===== src/hw/asp_pkg.sv =====
// Constants, field layout and state types for the serial port with IR endec
//
// Summary of operation
// - Free-running divider makes x16 and IR low-power ticks
// - Transmit queue holds 32 bytes until sent
// - Receive queue holds 32 twelve-bit entries until read
// - Queue disable turns both paths into one-byte holders
// - Frame: start, data LSB first, parity, stops
// - Receive after valid start; record overrun, parity, framing, break
// - Separate maskable active-high interrupt outputs
// - Combined interrupt is OR of individual ones
// - Test mode reads all inputs, writes all outputs
// - IR encoder sends one pulse per zero bit
// - Normal IR pulse lasts three x16 ticks
// - Low-power IR pulse lasts three divided ticks
// - IR output rests low, pulses high for zeros
// - IR input idles high; low marks start bit
// - Decoder drops pulses under three sixteenths tick
// - IR output polarity opposite to IR input
// - Fractional divide jitter stays within one clock
// - Bus decode reaches registers and both queues
// - IR on: serial out high, serial in ignored, half-duplex
// - Sample mid start at 8 or 4, then every 16
// - Entry: data 7:0, frame 8, parity 9, break 10, overrun 11
package asp_pkg;

	// Register addresses
	localparam logic [5:0] A_DATA  = 6'h00;
	localparam logic [5:0] A_STAT  = 6'h04;
	localparam logic [5:0] A_DIVI  = 6'h08;
	localparam logic [5:0] A_DIVF  = 6'h0C;
	localparam logic [5:0] A_LINE  = 6'h10;
	localparam logic [5:0] A_CTRL  = 6'h14;
	localparam logic [5:0] A_LPDIV = 6'h18;
	localparam logic [5:0] A_IMASK = 6'h1C;
	localparam logic [5:0] A_IRAW  = 6'h20;
	localparam logic [5:0] A_ICLR  = 6'h24;
	localparam logic [5:0] A_TIN   = 6'h28;
	localparam logic [5:0] A_TOUT  = 6'h2C;

	// Line register fields
	localparam int LN_WLEN  = 0;
	localparam int LN_PEN   = 2;
	localparam int LN_EVEN  = 3;
	localparam int LN_STOP2 = 4;
	localparam int LN_FEN   = 5;
	localparam int LN_BRK   = 6;

	// Control register fields
	localparam int CT_EN  = 0;
	localparam int CT_IR  = 1;
	localparam int CT_LP  = 2;
	localparam int CT_TST = 3;

	// Receive entry fields
	localparam int RE_FRM = 8;
	localparam int RE_PAR = 9;
	localparam int RE_BRK = 10;
	localparam int RE_OVR = 11;

	// Reset values
	localparam logic [15:0] DIVI_RST  = 16'h0001;
	localparam logic [5:0]  DIVF_RST  = 6'h00;
	localparam logic [6:0]  LINE_RST  = 7'h03;
	localparam logic [3:0]  CTRL_RST  = 4'h0;
	localparam logic [7:0]  LPDIV_RST = 8'h00;

	// Timing in oversample ticks; LP_PULSE in low-power ticks
	localparam logic [3:0] TICK_LAST = 4'hF;
	localparam logic [3:0] IR_PULSE  = 4'h3;
	localparam logic [1:0] LP_PULSE  = 2'h3;
	localparam logic [3:0] MID_UART  = 4'h8;
	localparam logic [3:0] MID_IR    = 4'h4;

	typedef enum logic [2:0] {TX_IDLE, TX_START, TX_DATA, TX_PAR, TX_STOP} asp_tx_st_t;
	typedef enum logic [2:0] {RX_IDLE, RX_START, RX_DATA, RX_PAR, RX_STOP} asp_rx_st_t;

endpackage


===== src/hw/asp_top.sv =====
// Serial port with x16 baud generator, queues and IR endec
//
// Design decisions made here: the strobed register port and the register addresses.
`timescale 1ns/1ns
`default_nettype none
module asp_top
	import asp_pkg::*;
#(
	parameter int DEPTH = 32
) (
	// Clock and reset
	input  wire logic        clk_sys,
	input  wire logic        rst,
	// Register port
	input  wire logic [5:0]  reg_addr,
	input  wire logic [31:0] reg_wdata,
	input  wire logic        reg_wr,
	input  wire logic        reg_rd,
	output logic      [31:0] reg_rdata,
	// Serial and IR pins
	input  wire logic        serial_rx_in,
	output logic             serial_tx_out,
	input  wire logic        ir_receive_in,
	output logic             ir_transmit_out_n,
	// Interrupts
	output logic             irq_rx,
	output logic             irq_tx,
	output logic             irq_err,
	output logic             irq_any
);
	localparam int AW = $clog2(DEPTH);
	typedef logic [AW-1:0] ptr_t;
	typedef logic [AW:0]   cnt_t;

	typedef struct packed {
		logic [31:0]             rdata;
		logic [15:0]             divi;
		logic [5:0]              divf;
		logic [6:0]              line;
		logic [3:0]              ctrl;
		logic [7:0]              lpdiv;
		logic [2:0]              imask;
		logic                    err_st;
		logic [5:0]              tout;
		logic [15:0]             bcnt;
		logic [5:0]              facc;
		logic                    tick;
		logic [7:0]              lpcnt;
		logic                    lptick;
		logic [DEPTH-1:0][7:0]   txm;
		ptr_t                    twp;
		ptr_t                    trp;
		cnt_t                    tcnt;
		logic [DEPTH-1:0][11:0]  rxm;
		ptr_t                    rwp;
		ptr_t                    rrp;
		cnt_t                    rcnt;
		asp_tx_st_t              tst;
		logic [6:0]              tcfg;
		logic [7:0]              tsh;
		logic [2:0]              tbit;
		logic [3:0]              ttk;
		logic                    tpar;
		logic                    txo;
		logic [1:0]              irp;
		logic [17:0]             dlow;
		logic                    dec;
		logic [3:0]              dtk;
		asp_rx_st_t              rst_q;
		logic [6:0]              rcfg;
		logic [3:0]              rtk;
		logic [7:0]              rsh;
		logic [2:0]              rbit;
		logic [2:0]              hist;
		logic                    rpar;
		logic                    rperr;
		logic                    rbrk;
		logic                    ovr;
		logic                    stx;
		logic                    iro;
		logic [3:0]              irq;
	} asp_state_t;

	asp_state_t s_ff;
	asp_state_t nxt_s;

	logic       fen;
	logic       ir;
	logic       lp;
	cnt_t       dep;
	logic       tx_full;
	logic       rx_full;
	logic       rx_empty;
	logic       tpush;
	logic       tpop;
	logic       rpush;
	logic       rpop;
	logic       carry;
	logic       rin;
	logic       maj;
	logic       ck;
	logic       tend;
	logic       bs;
	logic [7:0] mask;
	logic [7:0] rdat;
	logic [17:0] thr;
	logic [11:0] entry;

	always_comb begin
		nxt_s    = s_ff;
		fen      = s_ff.line[LN_FEN];
		ir       = s_ff.ctrl[CT_IR];
		lp       = s_ff.ctrl[CT_LP];
		dep      = fen ? cnt_t'(DEPTH) : cnt_t'(1);
		tx_full  = s_ff.tcnt >= dep;
		rx_full  = s_ff.rcnt >= dep;
		rx_empty = s_ff.rcnt == '0;
		tpush    = 1'b0;
		tpop     = 1'b0;
		rpush    = 1'b0;
		rpop     = 1'b0;
		carry    = 1'b0;
		bs       = 1'b0;
		entry    = '0;
		rdat     = '0;
		mask     = 8'hFF >> (2'd3 - s_ff.tcfg[LN_WLEN +: 2]);
		nxt_s.rdata = '0;

		// Register writes and reads
		if (reg_wr) begin
			case (reg_addr)
				A_DATA: if (!tx_full) begin
					nxt_s.txm[s_ff.twp] = reg_wdata[7:0];
					nxt_s.twp = s_ff.twp + ptr_t'(1);
					tpush = 1'b1;
				end
				A_DIVI:  nxt_s.divi  = reg_wdata[15:0];
				A_DIVF:  nxt_s.divf  = reg_wdata[5:0];
				A_LINE:  nxt_s.line  = reg_wdata[6:0];
				A_CTRL:  nxt_s.ctrl  = reg_wdata[3:0];
				A_LPDIV: nxt_s.lpdiv = reg_wdata[7:0];
				A_IMASK: nxt_s.imask = reg_wdata[2:0];
				A_ICLR:  if (reg_wdata[2]) nxt_s.err_st = 1'b0;
				A_TOUT:  nxt_s.tout  = reg_wdata[5:0];
				default: ;
			endcase
		end
		if (reg_rd) begin
			case (reg_addr)
				A_DATA: if (!rx_empty) begin
					nxt_s.rdata = {20'h0_0000, s_ff.rxm[s_ff.rrp]};
					nxt_s.rrp = s_ff.rrp + ptr_t'(1);
					rpop = 1'b1;
				end
				A_STAT:  nxt_s.rdata = {26'h000_0000, s_ff.ovr, s_ff.tcnt != '0 || s_ff.tst != TX_IDLE,
					tx_full, s_ff.tcnt == '0, rx_full, rx_empty};
				A_DIVI:  nxt_s.rdata = {16'h0000, s_ff.divi};
				A_DIVF:  nxt_s.rdata = {26'h000_0000, s_ff.divf};
				A_LINE:  nxt_s.rdata = {25'h000_0000, s_ff.line};
				A_CTRL:  nxt_s.rdata = {28'h000_0000, s_ff.ctrl};
				A_LPDIV: nxt_s.rdata = {24'h00_0000, s_ff.lpdiv};
				A_IMASK: nxt_s.rdata = {29'h000_0000, s_ff.imask};
				A_IRAW:  nxt_s.rdata = {29'h000_0000, s_ff.err_st, !tx_full, !rx_empty};
				A_TIN:   nxt_s.rdata = {30'h0000_0000, ir_receive_in, serial_rx_in};
				A_TOUT:  nxt_s.rdata = {26'h000_0000, s_ff.tout};
				default: ;
			endcase
		end

		// Baud divider with fractional accumulator
		nxt_s.tick = 1'b0;
		if (s_ff.divi != '0) begin
			if (s_ff.bcnt == '0) begin
				nxt_s.tick = 1'b1;
				{carry, nxt_s.facc} = {1'b0, s_ff.facc} + {1'b0, s_ff.divf};
				nxt_s.bcnt = s_ff.divi - 16'h0001 + {15'h0000, carry};
			end else begin
				nxt_s.bcnt = s_ff.bcnt - 16'h0001;
			end
		end
		nxt_s.lptick = 1'b0;
		if (s_ff.lpdiv != '0) begin
			if (s_ff.lpcnt == '0) begin
				nxt_s.lptick = 1'b1;
				nxt_s.lpcnt = s_ff.lpdiv - 8'h01;
			end else begin
				nxt_s.lpcnt = s_ff.lpcnt - 8'h01;
			end
		end

		// Transmitter
		tend = s_ff.tick && s_ff.ttk == TICK_LAST;
		if (s_ff.tick && s_ff.tst != TX_IDLE) begin
			nxt_s.ttk = s_ff.ttk + 4'h1;
		end
		case (s_ff.tst)
			TX_IDLE: if (s_ff.ctrl[CT_EN] && s_ff.tcnt != '0 && s_ff.tick) begin
				tpop = 1'b1;
				nxt_s.trp  = s_ff.trp + ptr_t'(1);
				nxt_s.tsh  = s_ff.txm[s_ff.trp];
				nxt_s.tcfg = s_ff.line;
				nxt_s.tpar = 1'b0;
				nxt_s.tbit = '0;
				nxt_s.ttk  = '0;
				nxt_s.txo  = 1'b0;
				nxt_s.tst  = TX_START;
				bs = 1'b1;
			end
			TX_START: if (tend) begin
				nxt_s.txo  = s_ff.tsh[0];
				nxt_s.tpar = (^(s_ff.tsh & mask)) ^ !s_ff.tcfg[LN_EVEN];
				nxt_s.tst  = TX_DATA;
				bs = 1'b1;
			end
			TX_DATA: if (tend) begin
				bs = 1'b1;
				if (s_ff.tbit == {1'b1, s_ff.tcfg[LN_WLEN +: 2]}) begin
					nxt_s.tst = s_ff.tcfg[LN_PEN] ? TX_PAR : TX_STOP;
					nxt_s.txo = s_ff.tcfg[LN_PEN] ? s_ff.tpar : 1'b1;
					nxt_s.tbit = '0;
				end else begin
					nxt_s.tsh  = s_ff.tsh >> 1;
					nxt_s.txo  = s_ff.tsh[1];
					nxt_s.tbit = s_ff.tbit + 3'h1;
				end
			end
			TX_PAR: if (tend) begin
				nxt_s.txo = 1'b1;
				nxt_s.tst = TX_STOP;
				bs = 1'b1;
			end
			TX_STOP: if (tend) begin
				if (s_ff.tcfg[LN_STOP2] && s_ff.tbit == '0) begin
					nxt_s.tbit = 3'h1;
				end else begin
					nxt_s.tst = TX_IDLE;
				end
			end
			default: nxt_s.tst = TX_IDLE;
		endcase
		nxt_s.tcnt = s_ff.tcnt + cnt_t'(tpush) - cnt_t'(tpop);

		// IR encoder pulse timing
		if (bs && !nxt_s.txo) begin
			nxt_s.irp = LP_PULSE;
		end else if (s_ff.lptick && s_ff.irp != '0) begin
			nxt_s.irp = s_ff.irp - 2'h1;
		end

		// IR decoder with glitch filter
		thr = lp ? (18'(s_ff.lpdiv) * 18'h0_0003) >> 4 : (18'(s_ff.divi) * 18'h0_0003) >> 4;
		if (ir_receive_in) begin
			nxt_s.dlow = '0;
		end else if (s_ff.dlow != 18'h3_FFFF) begin
			nxt_s.dlow = s_ff.dlow + 18'h0_0001;
		end
		if (!ir_receive_in && s_ff.dlow == thr) begin
			nxt_s.dec = 1'b0;
			nxt_s.dtk = '0;
		end else if (!s_ff.dec && s_ff.tick) begin
			nxt_s.dtk = s_ff.dtk + 4'h1;
			if (s_ff.dtk == TICK_LAST) nxt_s.dec = 1'b1;
		end

		// Receive source: IR path is half-duplex
		if (ir) begin
			rin = (s_ff.tst != TX_IDLE) ? 1'b1 : s_ff.dec;
		end else begin
			rin = serial_rx_in;
		end

		// Receiver with three-reading majority
		if (s_ff.tick) nxt_s.hist = {s_ff.hist[1:0], rin};
		maj = (s_ff.hist[1] & s_ff.hist[0]) | (s_ff.hist[1] & rin) | (s_ff.hist[0] & rin);
		if (s_ff.tick && s_ff.rst_q != RX_IDLE) nxt_s.rtk = s_ff.rtk + 4'h1;
		ck = s_ff.tick && (s_ff.rst_q == RX_START ?
			s_ff.rtk == (ir ? MID_IR : MID_UART) - 4'h1 : s_ff.rtk == TICK_LAST);
		rdat = s_ff.rsh >> (2'd3 - s_ff.rcfg[LN_WLEN +: 2]);
		case (s_ff.rst_q)
			RX_IDLE: if (s_ff.ctrl[CT_EN] && s_ff.tick && !rin) begin
				nxt_s.rst_q = RX_START;
				nxt_s.rtk  = '0;
				nxt_s.rcfg = s_ff.line;
			end
			RX_START: if (ck) begin
				nxt_s.rtk  = '0;
				nxt_s.rbit = '0;
				nxt_s.rpar = 1'b0;
				nxt_s.rbrk = 1'b1;
				nxt_s.rperr = 1'b0;
				nxt_s.rst_q = maj ? RX_IDLE : RX_DATA;
			end
			RX_DATA: if (ck) begin
				nxt_s.rtk  = '0;
				nxt_s.rsh  = {maj, s_ff.rsh[7:1]};
				nxt_s.rpar = s_ff.rpar ^ maj;
				nxt_s.rbrk = s_ff.rbrk & !maj;
				nxt_s.rbit = s_ff.rbit + 3'h1;
				if (s_ff.rbit == {1'b1, s_ff.rcfg[LN_WLEN +: 2]}) begin
					nxt_s.rst_q = s_ff.rcfg[LN_PEN] ? RX_PAR : RX_STOP;
				end
			end
			RX_PAR: if (ck) begin
				nxt_s.rtk   = '0;
				nxt_s.rperr = s_ff.rpar ^ maj ^ !s_ff.rcfg[LN_EVEN];
				nxt_s.rbrk  = s_ff.rbrk & !maj;
				nxt_s.rst_q = RX_STOP;
			end
			RX_STOP: if (ck) begin
				entry[7:0]    = rdat;
				entry[RE_FRM] = !maj;
				entry[RE_PAR] = s_ff.rperr;
				entry[RE_BRK] = s_ff.rbrk & !maj;
				entry[RE_OVR] = s_ff.ovr;
				if (rx_full) begin
					nxt_s.ovr = 1'b1;
				end else begin
					rpush = 1'b1;
					nxt_s.rxm[s_ff.rwp] = entry;
					nxt_s.rwp = s_ff.rwp + ptr_t'(1);
					nxt_s.ovr = 1'b0;
				end
				nxt_s.rst_q = RX_IDLE;
			end
			default: nxt_s.rst_q = RX_IDLE;
		endcase
		nxt_s.rcnt = s_ff.rcnt + cnt_t'(rpush) - cnt_t'(rpop);
		if (rx_full && ck && s_ff.rst_q == RX_STOP) nxt_s.err_st = 1'b1;
		if (rpush && (entry[RE_BRK:RE_FRM] != '0 || entry[RE_OVR])) nxt_s.err_st = 1'b1;

		// Output pins and interrupts
		nxt_s.stx = ir ? 1'b1 : (s_ff.line[LN_BRK] ? 1'b0 : s_ff.txo);
		nxt_s.iro = ir && (lp ? s_ff.irp != '0 :
			(s_ff.tst != TX_IDLE && !s_ff.txo && s_ff.ttk < IR_PULSE));
		nxt_s.irq[0] = s_ff.imask[0] && !rx_empty;
		nxt_s.irq[1] = s_ff.imask[1] && !tx_full;
		nxt_s.irq[2] = s_ff.imask[2] && s_ff.err_st;
		nxt_s.irq[3] = nxt_s.irq[0] || nxt_s.irq[1] || nxt_s.irq[2];
		if (s_ff.ctrl[CT_TST]) begin
			nxt_s.stx = s_ff.tout[0];
			nxt_s.iro = s_ff.tout[1];
			nxt_s.irq = s_ff.tout[5:2];
		end
	end

	always_ff @(posedge clk_sys) begin
		if (rst) begin
			s_ff       <= '0;
			s_ff.divi  <= DIVI_RST;
			s_ff.divf  <= DIVF_RST;
			s_ff.line  <= LINE_RST;
			s_ff.ctrl  <= CTRL_RST;
			s_ff.lpdiv <= LPDIV_RST;
			s_ff.txo   <= 1'b1;
			s_ff.stx   <= 1'b1;
			s_ff.dec   <= 1'b1;
			s_ff.hist  <= 3'h7;
		end else begin
			s_ff <= nxt_s;
		end
	end

	assign reg_rdata         = s_ff.rdata;
	assign serial_tx_out     = s_ff.stx;
	assign ir_transmit_out_n = s_ff.iro;
	assign irq_rx            = s_ff.irq[0];
	assign irq_tx            = s_ff.irq[1];
	assign irq_err           = s_ff.irq[2];
	assign irq_any           = s_ff.irq[3];
endmodule
`default_nettype wire


===== config.mk =====
export PLATFORM = sky130hd
export DESIGN_NAME = asp_top
export DESIGN_NICKNAME = d
export VERILOG_FILES = /design/src/hw/asp_pkg.sv /design/src/hw/asp_top.sv
export SDC_FILE = /design/constraint.sdc
export NUM_CORES = 2
export LEC_CHECK = 0
export ABC_CLOCK_PERIOD_IN_PS = 4100
export BUFFER_PORTS_ARGS = -buffer_cell sky130_fd_sc_hd__buf_2
export CAP_MARGIN = 5
export CORE_MARGIN = 2
export CORE_UTILIZATION = 50
export CTS_CLUSTER_DIAMETER = 150
export CTS_CLUSTER_SIZE = 20
export DETAILED_ROUTE_END_ITERATION = 6
export PLACE_DENSITY = 0.66
export SLEW_MARGIN = 20
export SYNTH_ARGS = -nofsm -noshare
export SYNTH_HDL_FRONTEND = slang
export SYNTH_SLANG_ARGS = --single-unit

===== constraint.sdc =====
create_clock -name clk_sys -period 4.1 [get_ports clk_sys]
set_input_delay 0.41 -clock clk_sys [delete_from_list [all_inputs] [get_ports clk_sys]]
set_output_delay 0.41 -clock clk_sys [all_outputs]
set_load 0.02 [all_outputs]

Yosys cells after proc, flatten, opt, wreduce, memory -nomap -nowiden
Index checks and enable logic that the tools add are counted.
Cells by class
  bitwise gates (word level): 16
  muxes and demuxes: 99
  equal/unequal tests: 42
  $lt $le $gt $ge: 9
  reductions and logical operators: 98
  shift-type cells: 2
  multiply operators: 2
  add/subtract/negate cells: 24
Operators with widths (count)
  $bwmux W384: 1
  $bwmux W256: 1
  $pmux W16 S11: 1
  $bmux W12 S5: 1
  $demux W12 S5: 1
  $mux W12: 5
  $mux W3: 17
  $bmux W8 S5: 1
  $demux W8 S5: 1
  $mux W1: 32
  $mux W8: 4
  $sub A16 B1 Y16 const B: 2
  $ne A2 B2 Y1 const B: 15
  $pmux W3 S5: 2
  $mux W14: 2
  $mux W27: 1
  $reduce_and A2 Y1: 13
  $eq A6 B5 Y1 const B: 4
  $eq A6 B6 Y1 const B: 4
  $logic_and A1 B1 Y1: 24
  $lt A5 B6 Y1 const B: 4
  $reduce_bool A3 Y1: 8
  $reduce_and A3 Y1: 7
  $add A5 B1 Y5 const B: 4
  other kinds (65): 137
Storage, ports and cells
  register bits: 876
  output and inout port bits: 38

Logic depth before layout (Yosys ltp)
  depth in word-level cells: 15
  depth in mapped cells: 19

Worst setup path after synthesis
No wires, ideal clock.
  path kind: register to register
  from: register s_ff[35] (netlist bit)
  to: register s_ff[94] (netlist bit)
  slack: 0.697 ns
  required time: 3.972 ns
  arrival time: 3.276 ns
  stages on the path, launching flop included: 19
  period minus slack after synthesis: 3.403 ns
  cell sequence: dfxtp_1 buf_4 or3b_1 nor3_2 o211a_4 and4_4 buf_6 buf_12 buf_4 inv_1 ha_1 inv_1 ha_1 fa_1 a21oi_1 nor2_1 nor2_1 xor2_1 nor2_1
Between the ends
  word-level cells in the longest chain between the ends: 7
  elaborated cells on any way between the ends: 8
  those cells by class: 2 x add/sub; 2 x eq/ne; 3 x mux; 1 x reduce/logical
RTL lines
  start: declaration: line asp_top.sv:84  | asp_state_t s_ff;
  start signal: assignment: line asp_top.sv:359  | s_ff <= nxt_s;
  $eq A3 B1 Y1: line asp_top.sv:276  | ck = s_ff.tick && (s_ff.rst_q == RX_START ?
  $mux W1: line asp_top.sv:276
  $logic_and A1 B1 Y1: line asp_top.sv:276
  $mux W1: line asp_top.sv:309  | RX_STOP: if (ck) begin
  $mux W1 (*): line asp_top.sv:279  | case (s_ff.rst_q)
  $add A6 B1 Y6 (*): line asp_top.sv:327  | nxt_s.rcnt = s_ff.rcnt + cnt_t'(rpush) - cnt_t'(rpop);
  $sub A6 B1 Y6 (*): line asp_top.sv:327
Mark *: on every way between the ends. The rest lies on a longest branch, timed or not.
A chain may end at the register's enable or synchronous reset.

Worst setup path after layout
  from: register s_ff[831] (netlist bit)
  to: register s_ff[38] (netlist bit)
Between the ends
  word-level cells in the longest chain between the ends: 5
RTL lines
  $mul A16 B2 Y18: line asp_top.sv:251  | thr = lp ? (18'(s_ff.lpdiv) * 18'h0_0003) >> 4 : (18'(s_ff.divi) * 18'h0_0003) >> 4;
  $mux W14: line asp_top.sv:251
  $eq A18 B14 Y1: line asp_top.sv:257  | if (!ir_receive_in && s_ff.dlow == thr) begin
  $logic_and A1 B1 Y1: line asp_top.sv:257
  $reduce_or A2 Y1 (no line)
No other way between the ends.

==> Flow_metrics.wiki <==
{| class="wikitable"
! Metric !! Value
|-
| Achievable frequency || 0.275 GHz
|-
| Startpoint types || flip-flop
|-
| Startpoint of the lowest-slack hold path || reg_wdata[11]
|-
| Data arrival time of the critical path || 4.12 ns
|-
| GP Congestion || 0.881
|-
| DRT iter0 DRCs || 3150
|-
| Largest cells by area after synthesis || dfxtp_1, mux4_2, nand2_1, a21oi_1, nand3_1
|-
| Area of all placed cells without fillers || 42900 sq um
|-
| Power density over the cells || approximately 340 nW/um^2
|-
| Mean area per synthesized cell || 8.64 sq um
|-
| Final antenna diode count || 0
|-
| Post-CTS setup buffer count || 0
|-
| Via/cell ratio || 5.95
|-
| Final cell utilization of the core || 0.531
|-
| Max VDD drop || between 0.3 and 0.4 mV
|-
| Number of standard cells in the layout, taps in and fillers out || between 5k and 6k
|-
| Count of port buffers added during placement || 49
|-
| TritonCTS clock tree || yes
|-
| Area added between synthesis and finish || 4.76%
|-
| Sequential-to-total area share from yosys stat || 0.418
|-
| Combinational family with the most area after synthesis || simple AND/OR/NAND/NOR gates
|-
| Tightest hold margin || between 0.02 and 0.03 ns
|-
| Yosys cell types || between 80 and 90
|-
| DR top layer || met5
|-
| Flop and latch count out of synthesis || 855
|-
| Detail Route met2 WL || 49100 microns
|-
| Final Worst Setup Slack || about 0.46 ns
|-
| Required arrival time at the worst endpoint || about 4.6 ns
|-
| Total iterations of the first detailed-routing run || 6
|-
| Kind of critical path || reg2reg
|-
| Post-synthesis async set-or-reset flop share || 0
|-
| Placement Setup Slack || 0.608 ns
|-
| Synthesized instance count || roughly 4.7k
|-
| Cell taking the most area after synthesis || dfxtp_1
|-
| Complex-gate fraction of the synthesized area || 0.132
|-
| Hold Path Class || in2reg
|-
| Post-Route Skew || 0.0358 ns
|-
| Placeable core region || a little over 80000 sq um
|-
| CTS Root Cell || clkbuf_16
|-
| Pin count of the biggest net entering global routing || 217
|-
| Share of synthesized cell area in and, or, nand and nor gates || 0.211
|-
| Main synth FF type || dfxtp_1
|-
| Wire length of the first global-routing pass || 175000 microns
|-
| Gr usage total || 0.255
|-
| Highest fanout seen on the critical path || 6
|-
| Antenna-violating nets left || 0
|-
| Post-layout min period || 3.64 ns
|-
| Number of endpoints failing setup at the final stage || 0
|-
| Clock buffers created by TritonCTS || 48
|-
| Post-synth top area share || 0.418
|-
| XOR/XNOR Fraction of Synth Area || 0.0212
|-
| Accumulated negative setup slack || 0 ns
|-
| Number of maximum-capacitance constraint violations || 0
|-
| Cells after DPL || approximately 5.5k
|-
| Worst Reg2Reg Path Length in Cells || 10
|-
| Metal3 WL || between 7000 and 8000 microns
|-
| Number of global-route vias before repair || slightly above 30k
|-
| Setup repair after global routing missed its margin || false
|-
| Die boundary height || approximately 290 microns
|-
| Sum of overflow across all layers after global routing || 0
|-
| Number of flip-flops in the largest register || 830
|-
| Initial core utilization || 0.507
|-
| Mux contribution to synthesized area || 0.132
|-
| Post-cts resize count || 0
|-
| Number of endpoints with negative hold slack in the final report || 0
|-
| Worst reg-to-reg setup slack || 0.46 ns
|-
| Number of synthesized flops with an enable pin || 0
|-
| Number of max-slew violations in the final report || 0
|-
| Reg2reg end || s_ff[38]
|-
| Outcome || finished, final reports clean
|-
| Hold Path End || s_ff[840]
|-
| Register clock-pin slew on the reported worst setup and hold paths || 0.09 ns
|-
| Post-layout power || 14.6 mW
|-
| Total number of placement rows || 104
|-
| Headroom to the max-slew limit || 0.244
|-
| R2R Path Start || s_ff[831]
|-
| Register with the most flip-flops || s_ff
|-
| Post-Syn Area || 41000 sq um
|-
| Cell depth of the worst hold path || 3
|-
| CTS sink cnt || 855
|-
| Total Routed Length || 111000 microns
|-
| Instance area at placement || 41500 sq um
|-
| Horiz. Die Dim || 290 microns
|-
| Wire length the detailed router placed on met1 || 51100 microns
|-
| Antenna violations before repair || 1
|-
| I/O pins || 82
|-
| Share of the cycle needed by the critical path after routing || 0.887
|-
| Routed wire length per instance || 19.8 microns
|-
| DR DRC count || 0
|-
| Number of warning messages in the yosys log || 0
|-
| Detailed placement HPWL || 71200 microns
|-
| Share of final-layout standard cells stronger than drive strength 1 || 0.108
|-
| Adder and majority gate portion of the synthesized area || 0.0298
|-
| Overall via count from detail_route || 33.2k
|-
| Die area || 84200 sq um
|-
| Maximum root-to-sink buffer count || 3
|-
| Worst-margin pin slew || 1.13 ns
|-
| Final-stage net count || 4656
|-
| Source-to-sink clock delay at the later pin of the worst-skew pair || between 0.6 and 0.7 ns
|-
| Static leakage power || 14.1 nW
|-
| Final-layout fill cell count || 7414
|-
| Endpoint class of the critical path || flip-flop
|-
| Maximum level of the CTS H-tree || 2
|}
==> what timing repair did <==
item | 4_1_cts | 5_1_grt
hold buffers | 3 | 0
setup endpoints to repair | 0 | 0
endpoints found under the hold margin | 3 | 0
==> final cells by class <==
cell class	instances	area, sq um	area share
clock buffers	53	1240	0.0289
inverters	83	312	0.00726
clock inverters	3	70.1	0.00163
well taps	1060	1330	0.0309
repair buffers	143	1140	0.0265
multi-input cells	3386	21700	0.505
flip-flops and latches	855	17100	0.399
==> power breakdown <==
group	leakage, nW	switching, mW	internal (mW)
combinational	6.55	0.720	0.351
clock	0.642	2.85	2.23
sequential	6.89	0.0842	8.38
total	14.1	3.65	11.0
==> cell families after synthesis <==
family / after synthesis
AOI/OAI and AO/OA: 960
DFF: 855
xor gates and xnor gates: 99
adders and majority gates: 96
buffers and inverters: 517
muxes: 283
other: 1
and+or+nand+nor: 1932
==> how the worst max path moves through the flow <==
stage                   start  endpoint  slack (ns)
finish              s_ff[831]  s_ff[38]        0.46
global route        s_ff[831]  s_ff[39]        0.31
CTS                 s_ff[831]  s_ff[38]        0.58
detailed placement  s_ff[831]  s_ff[40]        0.61
global placement     s_ff[35]  s_ff[94]        0.63
floorplan            s_ff[35]  s_ff[94]        0.70
==> routing by layer <==
| metal | track usage | vias to the layer above |
|---|---|---|
| li1 | - | 16000 |
| met1 | 0.379 | 16000 |
| met2 | 0.390 | 1089 |
| met3 | 0.0267 | 176 |
| met4 | 0.0763 | 2 |
| met5 | 0 | - |
==> Yosys cell counts, drive strengths merged, types with 62 or more instances <==
cell type  instances
a21oi            705
nand3            353
buf              167
nor2             328
ha                92
mux4             203
clkbuf           267
xnor2             62
inv               81
a211oi            79
dfxtp            855
nand2           1013
==> layout by cell type, fill, tap and decap left out, types with 12 or more instances in the layout <==
master / n
or3_1: 12
a22oi_1: 22
inv_1: 81
buf_2: 48
nand3_4: 16
ha_1: 92
o21ai_0: 48
buf_4: 78
a21oi_1: 701
dfxtp_1: 850
conb_1: 16
nor2b_1: 14
buf_12: 12
nand2b_1: 12
mux4_2: 203
mux2_2: 22
nand3_1: 323
a211oi_1: 76
xor2_1: 37
mux2i_1: 57
nor3_1: 44
nand4_1: 31
and3_1: 47
xnor2_1: 62
nand3_2: 14
nand2_1: 1011
nor2_1: 327
clkbuf_16: 49
==> worst max-delay path: stages, from the launching register on <==
cell,delay (ns)
dfxtp_1,0.52
inv_1,0.13
ha_1,0.35
o21ai_0,0.30
a221o_1,0.32
a31o_2,0.24
nor2_1,0.06
a2111oi_0,0.73
nand4_1,0.25
nor4_4,0.45
a211oi_1,0.13
Power figures use the tool's default switching activity.
